## config.mk

```make
export PLATFORM = sky130hd
export DESIGN_NAME = touch_sense_global_config
export DESIGN_NICKNAME = d
export VERILOG_FILES = /design/src/hdl/touch_cfg_pkg.sv /design/src/hdl/touch_sense_global_config.sv
export SDC_FILE = /design/constraint.sdc
export NUM_CORES = 1
export LEC_CHECK = 0
export BUFFER_PORTS_ARGS = -buffer_cell sky130_fd_sc_hd__buf_2
export CORE_MARGIN = 2
export CORE_UTILIZATION = 46
export DETAILED_ROUTE_END_ITERATION = 6
export HOLD_SLACK_MARGIN = 0.08
export PLACE_DENSITY = 0.88
export SETUP_SLACK_MARGIN = 0.2
export SLEW_MARGIN = 15
export SYNTH_ARGS = -nofsm -noshare
export SYNTH_HDL_FRONTEND = slang
export SYNTH_SLANG_ARGS = --single-unit
```

## constraint.sdc

```tcl
create_clock -name clk_in -period 1.85 [get_ports clk_in]
set_input_delay 0.0925 -clock clk_in [delete_from_list [all_inputs] [get_ports clk_in]]
set_output_delay 0.0925 -clock clk_in [all_outputs]
set_load 0.02 [all_outputs]
```

## src/hdl/touch_cfg_pkg.sv

```systemverilog
// Constants, field layouts and carriers for the touch global configuration bank.
// Assumes a single 250 MHz clock domain and a plain strobe register port.
package touch_cfg_pkg;

   // ----------------------------------------------------------------------
   // Register offsets and reset values
   // ----------------------------------------------------------------------
   localparam logic [7:0] ADDR_TOUCH_GAIN_CTRL    = 8'h1f;
   localparam logic [7:0] ADDR_GLOBAL_CONFIG      = 8'h20;
   localparam logic [7:0] ADDR_GLOBAL_CONFIG_SEC  = 8'h44;
   localparam logic [7:0] ADDR_GLOBAL_STATUS      = 8'h02;
   localparam logic [7:0] RST_TOUCH_GAIN_CTRL     = 8'h2f;
   localparam logic [7:0] RST_GLOBAL_CONFIG       = 8'h20;
   localparam logic [7:0] RST_GLOBAL_CONFIG_SEC   = 8'h40;
   localparam logic [7:0] MASK_GLOBAL_CONFIG      = 8'hb8;
   localparam logic [7:0] MASK_GLOBAL_CONFIG_SEC  = 8'h7f;
   localparam logic [7:0] MASK_TOUCH_GAIN_CTRL    = 8'h7f;

   // ----------------------------------------------------------------------
   // Field positions
   // ----------------------------------------------------------------------
   localparam int GAIN_LSB        = 4;
   localparam int SHIFT_LSB       = 0;
   localparam int CFG_STALL_EN    = 7;
   localparam int CFG_DIG_OFF     = 5;
   localparam int CFG_LF_OFF      = 4;
   localparam int CFG_LONG_EN     = 3;
   localparam int CF2_RETRY       = 6;
   localparam int CF2_PWR_HOLD    = 5;
   localparam int CF2_LIMIT_IRQ   = 4;
   localparam int CF2_RF_ONLY     = 3;
   localparam int CF2_RF_OFF      = 2;
   localparam int CF2_CAL_IRQ     = 1;
   localparam int CF2_REL_SUP     = 0;
   localparam int STAT_LIMIT_BIT  = 6;
   localparam int STAT_CAL_BIT    = 5;
   localparam logic [3:0] SHIFT_MAX_CODE = 4'h8;

   // ----------------------------------------------------------------------
   // Timing
   // ----------------------------------------------------------------------
   localparam int CLK_PERIOD_PS   = 4000;
   localparam int LOW_STALL_US    = 30000;   // 30 ms
   localparam int IDLE_US         = 200;
   localparam int LOW_STALL_CYCLES = (LOW_STALL_US * 1000) / (CLK_PERIOD_PS / 1000) + 1;
   localparam int IDLE_CYCLES      = (IDLE_US * 1000) / (CLK_PERIOD_PS / 1000) + 1;
   localparam int LONG_TICK_MS    = 35;

   // Per-channel analog report
   typedef struct packed {
      logic [7:0] raw_delta;
      logic       lf_noise;
      logic       rf_noise;
      logic       above_noise_thr;
      logic       above_touch_thr;
      logic       touched;
      logic       limit_out;
      logic       calib_fail;
      logic       enabled;
   } chan_in_s;

   // Per-channel decisions back to the sensing engine
   typedef struct packed {
      logic [7:0] delta;
      logic       noise_status;
      logic       recal_feed;
      logic       long_recal;
      logic       retry_calib;
   } chan_out_s;

endpackage

```

## src/hdl/touch_sense_global_config.sv

```systemverilog
// Global configuration bank of an eight-input touch controller: gain,
// base count presentation, noise blocking, recalibration and interrupt policy.
// Assumes the serial bus slave, analog engine and timers sit outside and
// report per-channel events on clk_in.
//
// Behaviour
// RULE_01 - Gain code 000 gives 128x, each step halves, 111 gives 1x; reset 32x.
// RULE_02 - Base count presented scaled by two to the power of the shift code.
// RULE_03 - Base count scaling never reaches touch detection or sensitivity.
// RULE_04 - Stall enable set: clock low beyond 30 ms resets the serial interface.
// RULE_05 - Stall enable set: both lines high beyond 200 us resets the interface.
// RULE_06 - Stall enable clear (reset): no stall or idle reset of the interface.
// RULE_07 - Digital rejection on: noise-band samples are dropped from recalibration.
// RULE_08 - Digital rejection off (reset): every sub-touch delta feeds recalibration; code still drops samples the low-frequency or RF filter blocks.
// RULE_09 - Low-frequency filter on: zero delta on low-frequency noise; off passes touches.
// RULE_10 - Long touch recalibration off (reset): touches persist, no length recalibration.
// RULE_11 - Long touch recalibration on: touch over the limit restarts recalibration.
// RULE_12 - Retry set (reset): repeat calibration on any input flagged out of limit; code repeats it for enabled inputs only.
// RULE_13 - Retry clear: keep using the out-of-limit base count, no recalibration.
// RULE_14 - Power hold clear: reduced power after last conversion; set stays full power.
// RULE_15 - Limit interrupt enable set: global limit flag rising raises an interrupt.
// RULE_16 - RF-only reporting: status shows RF noise only; low-frequency still blocks.
// RULE_17 - RF filter on: zero delta on RF noise; off lets RF noise through.
// RULE_18 - Calibration interrupt enable set: failure flag rising raises an interrupt.
// RULE_19 - Release suppress clear: interrupt on press, release and repeat.
// RULE_20 - Release suppress set: interrupt on press and repeat, none on release.
// RULE_21 - Shift codes above eight are stored and present as 256x.
// RULE_22 - Global limit flag holds while any enabled input is out of limit.
`timescale 1ns/1ps

module touch_sense_global_config
   import touch_cfg_pkg::*;
#(
   parameter int NUM_CH      = 8,
   parameter int STALL_LOW   = LOW_STALL_CYCLES,
   parameter int STALL_IDLE  = IDLE_CYCLES,
   parameter int BASE_W      = 16
) (
   // Clock and reset
   input  wire logic                    clk_in,
   input  wire logic                    rst_b_in,
   // Register port
   input  wire logic [7:0]              reg_addr_in,
   input  wire logic [7:0]              reg_wdata_in,
   input  wire logic                    reg_wr_in,
   input  wire logic                    reg_rd_in,
   output logic      [7:0]              reg_rdata_out,
   // Serial bus lines, from pins
   input  wire logic                    bus_clk_pin_in,
   input  wire logic                    bus_data_pin_in,
   output logic                         bus_reset_out,
   // Per-channel analog reports and decisions
   input  wire chan_in_s [NUM_CH-1:0]   chan_in,
   output chan_out_s [NUM_CH-1:0]       chan_out,
   // Long touch duration limit tick (one pulse when limit exceeded per channel)
   input  wire logic [NUM_CH-1:0]       long_limit_hit_in,
   // Button events from the interrupt engine
   input  wire logic                    press_evt_in,
   input  wire logic                    release_evt_in,
   input  wire logic                    repeat_evt_in,
   // Base count presentation
   input  wire logic [BASE_W-1:0]       base_raw_in,
   output logic      [BASE_W+7:0]       base_view_out,
   // Power and interrupt request
   input  wire logic                    conv_done_in,
   input  wire logic                    cycle_end_in,
   output logic                         low_power_out,
   output logic                         irq_req_out,
   output logic                         limit_flag_out,
   output logic                         calib_flag_out
);

   // Elaboration check: flag vectors serve one to eight inputs, counters need two cycles
   if (NUM_CH < 1 || NUM_CH > 8 || STALL_LOW < 2 || STALL_IDLE < 2 || BASE_W < 1) begin : g_param_check
      $error("touch_sense_global_config: unsupported parameter");
   end

   // ----------------------------------------------------------------------
   // Registers
   // ----------------------------------------------------------------------
   logic [7:0] gain_q, cfg_q, cf2_q;
   logic [7:0] rdata_q;

   wire sel_gain = reg_addr_in == ADDR_TOUCH_GAIN_CTRL;
   wire sel_cfg  = reg_addr_in == ADDR_GLOBAL_CONFIG;
   wire sel_cf2  = reg_addr_in == ADDR_GLOBAL_CONFIG_SEC;
   wire sel_stat = reg_addr_in == ADDR_GLOBAL_STATUS;

   // Register writes; reserved bits stay zero
   always_ff @(posedge clk_in) begin
      if (!rst_b_in) begin
         gain_q <= RST_TOUCH_GAIN_CTRL;
         cfg_q  <= RST_GLOBAL_CONFIG;
         cf2_q  <= RST_GLOBAL_CONFIG_SEC;
      end else if (reg_wr_in) begin
         if (sel_gain)     gain_q <= reg_wdata_in & MASK_TOUCH_GAIN_CTRL; // RULE_21
         else if (sel_cfg) cfg_q  <= reg_wdata_in & MASK_GLOBAL_CONFIG;
         else if (sel_cf2) cf2_q  <= reg_wdata_in & MASK_GLOBAL_CONFIG_SEC;
      end
   end

   // Read mux; unmapped addresses read zero
   logic limit_q, calib_q;
   wire [7:0] stat_view = {1'b0, limit_q, calib_q, 5'h00};
   wire [7:0] rd_mux = sel_gain ? gain_q :
                       sel_cfg  ? cfg_q  :
                       sel_cf2  ? cf2_q  :
                       sel_stat ? stat_view : 8'h00;

   always_ff @(posedge clk_in) begin
      if (!rst_b_in) rdata_q <= 8'h00;
      else if (reg_rd_in) rdata_q <= rd_mux;
      else rdata_q <= 8'h00;
   end
   assign reg_rdata_out = rdata_q;

   // Field decode
   wire [2:0] gain_code  = gain_q[GAIN_LSB +: 3];
   wire [3:0] shift_code = gain_q[SHIFT_LSB +: 4];
   wire stall_en   = cfg_q[CFG_STALL_EN];
   wire dig_off    = cfg_q[CFG_DIG_OFF];
   wire lf_off     = cfg_q[CFG_LF_OFF];
   wire long_en    = cfg_q[CFG_LONG_EN];
   wire retry_en   = cf2_q[CF2_RETRY];
   wire pwr_hold   = cf2_q[CF2_PWR_HOLD];
   wire lim_irq_en = cf2_q[CF2_LIMIT_IRQ];
   wire rf_only    = cf2_q[CF2_RF_ONLY];
   wire rf_off     = cf2_q[CF2_RF_OFF];
   wire cal_irq_en = cf2_q[CF2_CAL_IRQ];
   wire rel_sup    = cf2_q[CF2_REL_SUP];

   // ----------------------------------------------------------------------
   // Serial bus stall and idle watchdog
   // ----------------------------------------------------------------------
   logic [1:0] scl_sync_q, sda_sync_q;
   logic [$clog2(STALL_LOW+1)-1:0]  low_cnt_q;
   logic [$clog2(STALL_IDLE+1)-1:0] idle_cnt_q;
   logic bus_reset_q;

   always_ff @(posedge clk_in) begin
      if (!rst_b_in) begin
         scl_sync_q <= 2'h3;
         sda_sync_q <= 2'h3;
      end else begin
         scl_sync_q <= {scl_sync_q[0], bus_clk_pin_in};
         sda_sync_q <= {sda_sync_q[0], bus_data_pin_in};
      end
   end
   wire scl_s = scl_sync_q[1];
   wire sda_s = sda_sync_q[1];
   wire low_hit  = low_cnt_q  == ($bits(low_cnt_q))'(STALL_LOW);
   wire idle_hit = idle_cnt_q == ($bits(idle_cnt_q))'(STALL_IDLE);

   // Counters saturate so one stall gives one reset pulse
   always_ff @(posedge clk_in) begin
      if (!rst_b_in || !stall_en) begin // RULE_06
         low_cnt_q   <= '0;
         idle_cnt_q  <= '0;
         bus_reset_q <= 1'b0;
      end else begin
         low_cnt_q  <= scl_s ? '0 : (low_hit ? low_cnt_q : low_cnt_q + 1'b1);
         idle_cnt_q <= !(scl_s && sda_s) ? '0 : (idle_hit ? idle_cnt_q : idle_cnt_q + 1'b1);
         bus_reset_q <= (!scl_s && low_cnt_q == ($bits(low_cnt_q))'(STALL_LOW - 1))          // RULE_04
                     || (scl_s && sda_s && idle_cnt_q == ($bits(idle_cnt_q))'(STALL_IDLE - 1)); // RULE_05
      end
   end
   assign bus_reset_out = bus_reset_q;

   // ----------------------------------------------------------------------
   // Per-channel noise blocking and recalibration policy
   // ----------------------------------------------------------------------
   logic [7:0] scaled_delta [NUM_CH];
   chan_out_s  chan_q       [NUM_CH];

   // Gain shift: 128x at code 0 down to 1x at code 7; shift code never used here
   genvar g;
   for (g = 0; g < NUM_CH; g++) begin : g_ch
      wire [7:0] raw   = chan_in[g].raw_delta;
      wire [7:0] sh    = 8'($signed(raw) >>> gain_code); // RULE_01 RULE_03
      wire lf_block    = chan_in[g].lf_noise && !lf_off;  // RULE_09
      wire rf_block    = chan_in[g].rf_noise && !rf_off;  // RULE_17
      wire noise_band  = chan_in[g].above_noise_thr && !chan_in[g].above_touch_thr;
      wire sub_touch   = !chan_in[g].above_touch_thr;
      assign scaled_delta[g] = (lf_block || rf_block) ? 8'h00 : sh;

      always_ff @(posedge clk_in) begin
         if (!rst_b_in) begin
            chan_q[g] <= '0;
         end else begin
            chan_q[g].delta        <= scaled_delta[g];
            chan_q[g].noise_status <= chan_in[g].rf_noise
                                   || (chan_in[g].lf_noise && !rf_only);     // RULE_16
            chan_q[g].recal_feed   <= sub_touch && !(noise_band && !dig_off) // RULE_07 RULE_08
                                   && !lf_block && !rf_block;
            chan_q[g].long_recal   <= long_en && chan_in[g].touched
                                   && long_limit_hit_in[g];                  // RULE_10 RULE_11
            chan_q[g].retry_calib  <= retry_en && chan_in[g].enabled
                                   && chan_in[g].limit_out;                  // RULE_12 RULE_13
         end
      end
   end
   // Unpacked per-channel flops keep exactly one writer per element
   always_comb begin
      for (int i = 0; i < NUM_CH; i++) begin
         chan_out[i] = chan_q[i];
      end
   end

   // ----------------------------------------------------------------------
   // Global flags and interrupt request
   // ----------------------------------------------------------------------
   logic [NUM_CH-1:0] lim_vec, cal_vec;
   always_comb begin
      for (int i = 0; i < NUM_CH; i++) begin
         lim_vec[i] = chan_in[i].enabled && chan_in[i].limit_out;
         cal_vec[i] = chan_in[i].enabled && chan_in[i].calib_fail;
      end
   end
   wire lim_any = |lim_vec;
   wire cal_any = |cal_vec;
   logic irq_q;

   // Flags follow the enabled inputs; interrupt fires on their rising edge
   always_ff @(posedge clk_in) begin
      if (!rst_b_in) begin
         limit_q <= 1'b0;
         calib_q <= 1'b0;
         irq_q   <= 1'b0;
      end else begin
         limit_q <= lim_any; // RULE_22
         calib_q <= cal_any;
         irq_q   <= (lim_irq_en && lim_any && !limit_q)   // RULE_15
                 || (cal_irq_en && cal_any && !calib_q)   // RULE_18
                 || press_evt_in || repeat_evt_in         // RULE_19 RULE_20
                 || (release_evt_in && !rel_sup);         // RULE_19 RULE_20
      end
   end
   assign irq_req_out    = irq_q;
   assign limit_flag_out = limit_q;
   assign calib_flag_out = calib_q;

   // ----------------------------------------------------------------------
   // Power saving between conversions and base count view
   // ----------------------------------------------------------------------
   logic lp_q;
   logic [BASE_W+7:0] base_q;
   wire [3:0] eff_shift = (shift_code > SHIFT_MAX_CODE) ? SHIFT_MAX_CODE : shift_code; // RULE_21

   always_ff @(posedge clk_in) begin
      if (!rst_b_in) begin
         lp_q   <= 1'b0;
         base_q <= '0;
      end else begin
         if (cycle_end_in) lp_q <= 1'b0;
         else if (conv_done_in && !pwr_hold) lp_q <= 1'b1; // RULE_14
         else if (pwr_hold) lp_q <= 1'b0;                  // RULE_14
         base_q <= (BASE_W+8)'({8'h00, base_raw_in} << eff_shift); // RULE_02 RULE_03
      end
   end
   assign low_power_out = lp_q;
   assign base_view_out = base_q;

endmodule // touch_sense_global_config

```

### Yosys cells after proc, flatten, opt, wreduce, memory -nomap -nowiden

Memories as Yosys holds them, arrays and structs flattened.
Index checks and enable logic that the tools add are counted.

| word-level totals | value |
|---|---|
| bits in registers | 98 |
| memory bits (writable) | 96 |
| input bits | 179 |
| output and inout port bits | 133 |
| word-level logic and storage cells | 335 |
| memories kept | 1 |

Memories:

| name | words | bits a word | rd ports | clocked after memory_dff | write ports | line | text |
|---|---|---|---|---|---|---|---|
| chan_q | 8 | 12 | 8 | 0 | 8 | touch_sense_global_config.sv:173 | `chan_out_s chan_q [NUM_CH];` |

| operators by class | value |
|---|---|
| add/subtract/negate cells | 2 |
| $lt $le $gt $ge | 1 |
| equal/unequal tests | 8 |
| shift operators | 9 |
| muxes and demuxes | 57 |
| bitwise gates (word level) | 45 |
| reduce and logical (&&, ||, !) cells | 197 |

Operator list:

| cell | number |
|---|---|
| two-way mux 8 bit | 17 |
| logical AND 1 bit | 121 |
| >>> shifter 8 x 3 -> 8 bit | 8 |
| == test 23 bit, second input constant | 2 |
| zero test 1 bit | 43 |
| bitwise OR 1 bit | 40 |
| two-way mux 1 bit | 36 |
| == test 16 bit, second input constant | 2 |
| left shift 16 x 4 -> 24 bit | 1 |
| adder 23 x 1 -> 23 bit, second input constant | 1 |
| logical OR 1 bit | 22 |
| two-way mux 7 bit | 3 |
| adder 16 x 1 -> 16 bit, second input constant | 1 |
| OR reduction 8 bit | 2 |
| == test 8 x 2 -> 1 bit, second input constant | 1 |
| == test 8 x 5 -> 1 bit, second input constant | 1 |
| == test 8 x 6 -> 1 bit, second input constant | 1 |
| == test 8 x 7 -> 1 bit, second input constant | 1 |
| OR reduction 2 bit | 4 |
| inverter 1 bit | 5 |
| greater-than comparator 4 bit, second input constant | 1 |
| two-way mux 4 bit | 1 |
| AND reduction 2 bit | 2 |
| AND reduction 4 bit | 1 |
| 2 further kinds | 2 |

### Depth between registers and ports, before layout

Gate-level depths: netlist of the first run.

| logic depth | value |
|---|---|
| depth after elaboration | 8 |
| gate-level depth with buffers | 7 |
| depth with buffers taken out | 5 |

### Least setup slack after synthesis of the first run

OpenSTA, ideal clock, no wires.

| timing path | value |
|---|---|
| kind | register to register |
| from | register low_cnt_q[0] |
| to | register low_cnt_q[18] |
| library setup time | 70 ps |
| arrival time | 1,895 ps |
| data required time | 1,780 ps |
| slack | -115 ps |
| stages on the path, launching flop included | 7 |
| buffers on the path | 1 |
| clock period less this slack | 1,965 ps |
| path through | dfxtp_1 ha_1 nand3_1 or4_1 clkbuf_1 or4_1 a21oi_1 |

| on the way | value |
|---|---|
| word-level cells in the longest chain between the ends | 1 |
| elaborated cells on any way between the ends | 2 |
| those cells by class | add/sub (1); eq/ne (1) |

Ends and longest elaborated chain:

| element | line | text |
|---|---|---|
| start, declared | touch_sense_global_config.sv:136 | `logic [$clog2(STALL_LOW+1)-1:0] low_cnt_q;` |
| start signal, assigned | touch_sense_global_config.sv:161 | `low_cnt_q <= scl_s ? '0 : (low_hit ? low_cnt_q : low_cnt_q + 1'b1);` |
| adder 23 x 1 -> 23 bit / == test 23 bit (equally long branches) | touch_sense_global_config.sv:161, touch_sense_global_config.sv:151 |  |

Parallel ways exist; a longest one is shown, timed or not.
A chain may end at the register's enable or synchronous reset.

### Worst setup path after layout of the first run

| timing path | value |
|---|---|
| from | register low_cnt_q[9] |
| to | register low_cnt_q[20] |

Same word-level chain as after synthesis.

==> results of run 1 <==
[worst max-delay path by stage]
| stage | from | end | cells after the start |
|---|---|---|---|
| 3_5_place_dp | low_cnt_q[0] | low_cnt_q[17] | 4 |
| 5_1_grt | low_cnt_q[0] | low_cnt_q[20] | 6 |
| 2_1_floorplan | low_cnt_q[0] | low_cnt_q[17] | 5 |
| 4_1_cts | low_cnt_q[1] | low_cnt_q[20] | 6 |
| 6_report | low_cnt_q[9] | low_cnt_q[20] | 5 |
| 3_3_place_gp | low_cnt_q[0] | low_cnt_q[17] | 4 |
[cells by family after synthesis]
logic type / count (synthesis) / synth area share, %
compound gates: 171 / 11.2
xor+xnor: 17 / 1.62
fa+ha+maj: 6 / 0.818
buf+inv: 94 / 4.04
flops: 194 / 42.3
mux: 107 / 19.6
simple gates: 375 / 20.4
[sequential cells by signal, summed over array words and instances (netlist names)]
name            count
base_view_out      24
reg_rdata_out       8
irq_req_out         1
low_cnt_q          23
gain_q              7
chan_q             96
low_power_out       1
sda_sync_q          2
limit_flag_out      1
scl_sync_q          2
calib_flag_out      1
idle_cnt_q         16
bus_reset_out       1
cf2_q               7
cfg_q               4
[stage by stage]
stage          worst slack, ps  std cells  power (mW)  hold slack, ps
2_1_floorplan              107        964        4.80             170
3_3_place_gp              60.4       1519        5.25             256
3_5_place_dp              30.6       1519        5.27             258
4_1_cts                   74.3       1676        9.12            80.3
5_1_grt                   29.2       1693        9.46             113
6_report                  86.6       1693        9.16            93.1
[repair_timing]
action	in CTS	in global routing
setup buffers	6	13
resized for setup	4	42
hold buffers	119	1
endpoints found under the hold margin	118	1
pin swaps	6	15
cloned	0	3
endpoints found under the setup margin	9	34
[worst max-delay path, cell delays in order, from the launching register on]
cell                      delay (ps)
sky130_fd_sc_hd__dfxtp_4         370
sky130_fd_sc_hd__nand4_4         110
sky130_fd_sc_hd__or4_4           600
sky130_fd_sc_hd__buf_6           150
sky130_fd_sc_hd__or3_1           320
sky130_fd_sc_hd__a21oi_2         150
[cells in the mapped netlist (all sizes together), types with 9 or more instances]
master  number
mux2i       39
or3         10
nand4       19
and3        12
xor2        10
nand3       39
nor2        79
clkbuf      36
nor3        19
inv         38
nand2      114
a21oi       80
mux2        11
a211oi       9
dfxtp      194
nor2b       15
mux4        57
o21ai       26
a22oi       18
buf         18
nand2b      19
[where the power goes]
group / total (mW) / internal, mW / switching (mW)
Combinational: 1.14 / 0.569 / 0.569
Sequential: 4.29 / 4.25 / 0.0343
Clock: 3.74 / 2.08 / 1.66
[layer usage]
layer  GRT usage, %  up-vias  routed length [um]
met3           5.44      129                2570
met4           12.8        0                1420
met2           51.2      621               16500
li1               -     4392                   -
met1           36.4     4689               12400
met5              0        -                   0
[layout make-up]
cell class	instances	area, um2
clock inverters	11	128
flip-flops and latches	194	3930
diodes	1	2.50
well taps	265	332
repair buffers	485	3300
multi-input cells	676	5100
inverters	40	150
fillers	1395	6130
clock buffers	21	460
==> results.txt, run 1 <==
----------------------------------------------------
[Timing]
  Least-Margin Pin Slew ... 780 ps
  Minimum clock period after layout ... 1760 ps
  Share of the clock period used by the worst path after layout ... between 90 and 100%
  Upper clock frequency limit ... roughly 570 MHz
  Final number of hold-violating endpoints ... 0
  Number of max-slew violations in the final report ... 0
  Final setup violation count ... 0
  Fin Clk Skew ... ~14 ps
  Relative slew slack ... 48.0%
  RSZ-0062 raised after global routing ... yes
  Final TNS setup ... 0 ps

[CTS]
  Register clock-pin slew on the reported worst setup and hold paths ... around 70 ps
  Bufs on Longest Clock Path ... 2
  Maximum level of the CTS H-tree ... 4
  CTS sink count ... 194
  Later-pin clock latency in the skew report ... between 400 and 500 ps
  Root Buffer ... sky130_fd_sc_hd__clkbuf_16
  Cts bufs inserted ... 17
  Clock tree from TritonCTS ... built

[Drt]
  Final wirelength ... approximately 33000 um
  Number of violations reported at the end of detailed-routing iteration 0 ... between 800 and 900
  Vias per Instance ... 5.81
  Count of antenna-violating nets left after detailed routing ... 0
  Post-DR wirelength/cell ... between 15 and 20 um
  First-pass detailed-route iteration total ... 7
  Via count ... ~9800
  Residual DRC ... 0

[Synth]
  Flip-flop and latch count after synthesis ... approximately 190
  Share of the yosys chip area belonging to registers ... 42.3%
  Per-instance average area after synthesis ... 9.52 um2
  Top_reg_cell synth ... sky130_fd_sc_hd__dfxtp_1
  YS warnings ... 0
  Distinct cells, synth ... 56
  Area fraction of the dominant cell type after synthesis ... between 40% and 50%
  Cell count after synthesis ... approximately 960
  Cells taking the most area after synthesis ... sky130_fd_sc_hd__dfxtp_1 (42%), sky130_fd_sc_hd__mux4_2 (14%), sky130_fd_sc_hd__nand2_1 (4.7%)
  Number of flops mapped to enable cells by yosys ... 0
  Summed instance area of the synthesized netlist ... between 9000 and 10000 um2
  FFs w/ async S/R, synth ... 0%
  Cell accounting for the most synthesized area ... sky130_fd_sc_hd__dfxtp_1
  Post-synth net total ... about 1100

[Layout]
  Most frequent cells in the layout ... sky130_fd_sc_hd__buf_2 (311), sky130_fd_sc_hd__dfxtp_1 (179), sky130_fd_sc_hd__dlygate4sd3_1 (119)
  Core occupancy in the finished layout ... slightly below 70%
  Post-layout nets ... 1599
  Commonest non-fill, non-tap cell in the layout ... sky130_fd_sc_hd__buf_2
  Post-route design area ... around 13000 um2
  Area grow syn2layout ... 46.0%
  Share of cells above drive strength 1 ... 36.8%

[Min path]
  Endpoint with the worst hold slack ... calib_flag_out
  Path class of the lowest-slack min-delay path ... in -> reg
  Startpoint of the lowest-slack hold path ... chan_in[113]
  Worst Hold Depth ... 3

[Floorplan]
  Die Footprint ... approximately 21000 um2
  DIE WIDTH ... 145 um
  Area of the placeable core ... between 15000 and 20000 um2
  I/O pin total ... around 310
  Initial Utilization ... between 40% and 50%
  Y dimension of the die ... between 100 and 150 um
  Site row count ... 51

[Setup path]
  Critical Path End Type ... register
  R2R setup slack ... between 80 and 90 ps
  Data arrival, critical path ... between 2000 and 2500 ps
  R2R cell count ... 5
  Critical path start-end classification ... reg -> reg
  Startpoint type of the worst setup path ... register
  Maximum net fanout on the critical path ... 8
  R2r endpoint ... low_cnt_q[20]
  Worst reg2reg path startpoint ... low_cnt_q[9]
  Required time of the worst setup path ... between 2000 and 2500 ps

[Global routing]
  Vias in the first global route ... roughly 9600
  Pin count of the biggest net entering global routing ... 41
  First-pass GRT wire length ... approximately 50000 um
  Congestion Overflow GR ... 0
  Number of antenna violations at the first check in global routing ... 1
  Total routing resource utilization after global routing ... 29.7%

[Run status]
  Run status ... completed

[Placement]
  Routability congestion estimate from global placement ... 0.931
  HPWL Detailed ... 21400 um
  Placed inst area ... 11200 um2
  IO Port Bufs ... roughly 310

[Run]
  Number of max-cap violations ... 0

[Pwr]
  Pwr/cell area ... slightly below 700 nW/um2
  Maximum vdd drop ... about 620 uV
  Leakage power ... 5.79 nW

----------------------------------------------------
Note: power is estimated with default switching activity, not from simulation.
==> inputs of run 2 (changes only) <==
--- a/config.mk
+++ b/config.mk
@@ -6,6 +6,7 @@
 export NUM_CORES = 1
 export LEC_CHECK = 0
 export BUFFER_PORTS_ARGS = -buffer_cell sky130_fd_sc_hd__buf_2
+export CORE_ASPECT_RATIO = 2
 export CORE_MARGIN = 2
 export CORE_UTILIZATION = 46
 export DETAILED_ROUTE_END_ITERATION = 6
==> run 2 against run 1 <==
  * Sequential share of layout area decreased by 0.21 points
  * Global-route usage rose by 1.8 points
  * Clock-buffer cell count decreased by 4
  * Largest power group unchanged
  * Non-clock buffer count is 6 higher
  * Utilization fell by 0.15 points
==> results.txt, run 2 (synthesis gave the netlist of run 1 again) <==
----------------------------------------------------
[Drt]
  Via count ... just under 10000
  Post-DR wirelength/cell ... approximately 20 um
  Final wirelength ... 34600 um
  First-pass detailed-route iteration total ... 6
  Number of violations reported at the end of detailed-routing iteration 0 ... 661
  Vias per Instance ... about 5.9
  Count of antenna-violating nets left after detailed routing ... 0
  Residual DRC ... 0

[Floorplan]
  DIE WIDTH ... approximately 100 um
  Area of the placeable core ... between 15000 and 20000 um2
  Y dimension of the die ... roughly 200 um
  Site row count ... between 70 and 80
  I/O pin total ... about 310
  Die Footprint ... roughly 21000 um2
  Initial Utilization ... 46.5%

[Global routing]
  Pin count of the biggest net entering global routing ... 41
  Vias in the first global route ... around 10000
  Number of antenna violations at the first check in global routing ... 3
  Congestion Overflow GR ... 0
  First-pass GRT wire length ... about 52000 um
  Total routing resource utilization after global routing ... a little under a third

[Run status]
  Run status ... completed

[Placement]
  Routability congestion estimate from global placement ... approximately 0.94
  Placed Instances ... roughly 1500
  HPWL Detailed ... roughly 23000 um
  IO Port Bufs ... 311

[Setup path]
  Required time of the worst setup path ... 2220 ps
  Data arrival, critical path ... 2140 ps
  Maximum net fanout on the critical path ... 4
  Critical Path End Type ... register
  Startpoint type of the worst setup path ... register
  Critical path start-end classification ... reg -> reg

[Timing]
  Final TNS setup ... 0 ps
  Relative slew slack ... between 60% and 70%
  Final setup violation count ... 0
  Fin Clk Skew ... 11.0 ps
  Final number of hold-violating endpoints ... 0
  RSZ-0062 raised after global routing ... yes
  Minimum clock period after layout ... around 1800 ps
  Number of max-slew violations in the final report ... 0
  Least-Margin Pin Slew ... about 540 ps
  Share of the clock period used by the worst path after layout ... 96.0%
  Upper clock frequency limit ... roughly 560 MHz

[Layout]
  Max FFs per register ... 96
  Commonest non-fill, non-tap cell in the layout ... sky130_fd_sc_hd__buf_2
  Area grow syn2layout ... 47.2%
  Share of cells above drive strength 1 ... between 30% and 40%
  Core occupancy in the finished layout ... 68.5%
  Post-layout nets ... about 1600
  Top reg by flops ... chan_q
  Non-filler instance count after layout ... between 1500 and 2000
  Most frequent cells in the layout ... sky130_fd_sc_hd__buf_2 (311), sky130_fd_sc_hd__dfxtp_1 (174), sky130_fd_sc_hd__dlygate4sd3_1 (115)

[CTS]
  Maximum level of the CTS H-tree ... 4
  Later-pin clock latency in the skew report ... 450 ps
  Root Buffer ... sky130_fd_sc_hd__clkbuf_16
  Register clock-pin slew on the reported worst setup and hold paths ... 80 ps
  CTS sink count ... around 190
  Bufs on Longest Clock Path ... 2
  Clock tree from TritonCTS ... built
  Cts bufs inserted ... 17

[Pwr]
  Maximum vdd drop ... a little over 600 uV
  Leakage power ... approximately 6 nW
  Pwr/cell area ... between 600 and 700 nW/um2

[Run]
  Number of max-cap violations ... 0

[Min path]
  Path class of the lowest-slack min-delay path ... in -> reg

----------------------------------------------------
## run 2: worst paths after layout
kind | start | to | slack [ps] | cells past startpoint
hold reg to reg | sda_sync_q[0] | sda_sync_q[1] | 410 | 1
setup / recovery | low_cnt_q[0] | low_cnt_q[17] | 70 | 5
setup reg to reg | low_cnt_q[0] | low_cnt_q[17] | 70 | 5
hold / removal | chan_in[1] | calib_flag_out | 100 | 3
## run 2: area by class of cell
cell class	count	area (um2)
antenna	3	7.51
clock buffer	17	425
clock inverter	15	168
fill	1418	6220
inverter	40	150
multi-input combinational	676	5130
sequential	194	3930
tap	262	328
timing repair buffer	491	3360
## run 2: repair_timing
action,in CTS,in global routing
gates resized for setup,9,49
setup endpoints to repair,17,42
endpoints found under the hold margin,121,0
gates cloned,1,2
pin swaps,8,22
hold buffers,115,0
setup buffers,8,11
## run 2: worst max-delay path, cell delays in order (launching register included)
cell,delay (ps)
sky130_fd_sc_hd__dfxtp_4,390
sky130_fd_sc_hd__buf_12,110
sky130_fd_sc_hd__nand4_4,100
sky130_fd_sc_hd__or4_4,450
sky130_fd_sc_hd__or4_1,480
sky130_fd_sc_hd__a21oi_1,160
## run 2: per-layer routing
layer | track usage (%) | vias to the layer above | part of all wire, % | wire (um)
met5 | 0 | - | 0 | 0
li1 | - | 4408 | - | -
met3 | 6.39 | 190 | 6.7 | 2320
met2 | 59.1 | 641 | 54 | 18700
met4 | 21.2 | 0 | 7.2 | 2490
met1 | 30.4 | 4702 | 32 | 11100
## run 2: power breakdown
part	switching (mW)	total [mW]	internal, mW
clock network	1.83	3.75	1.92
registers	0.0367	4.29	4.25
logic	0.579	1.14	0.559
## run 2: metrics by stage
step	setup WS [ps]	cell area [um2]	power [mW]	hold WS, ps
after CTS	69.6	13200	9.15	80.0
final	74.1	13500	9.18	96.7
after global placement	54.2	11300	5.25	256
after global routing	35.3	13500	9.48	105
after detailed placement	44.0	11300	5.28	258
after floorplan	107	9270	4.80	170
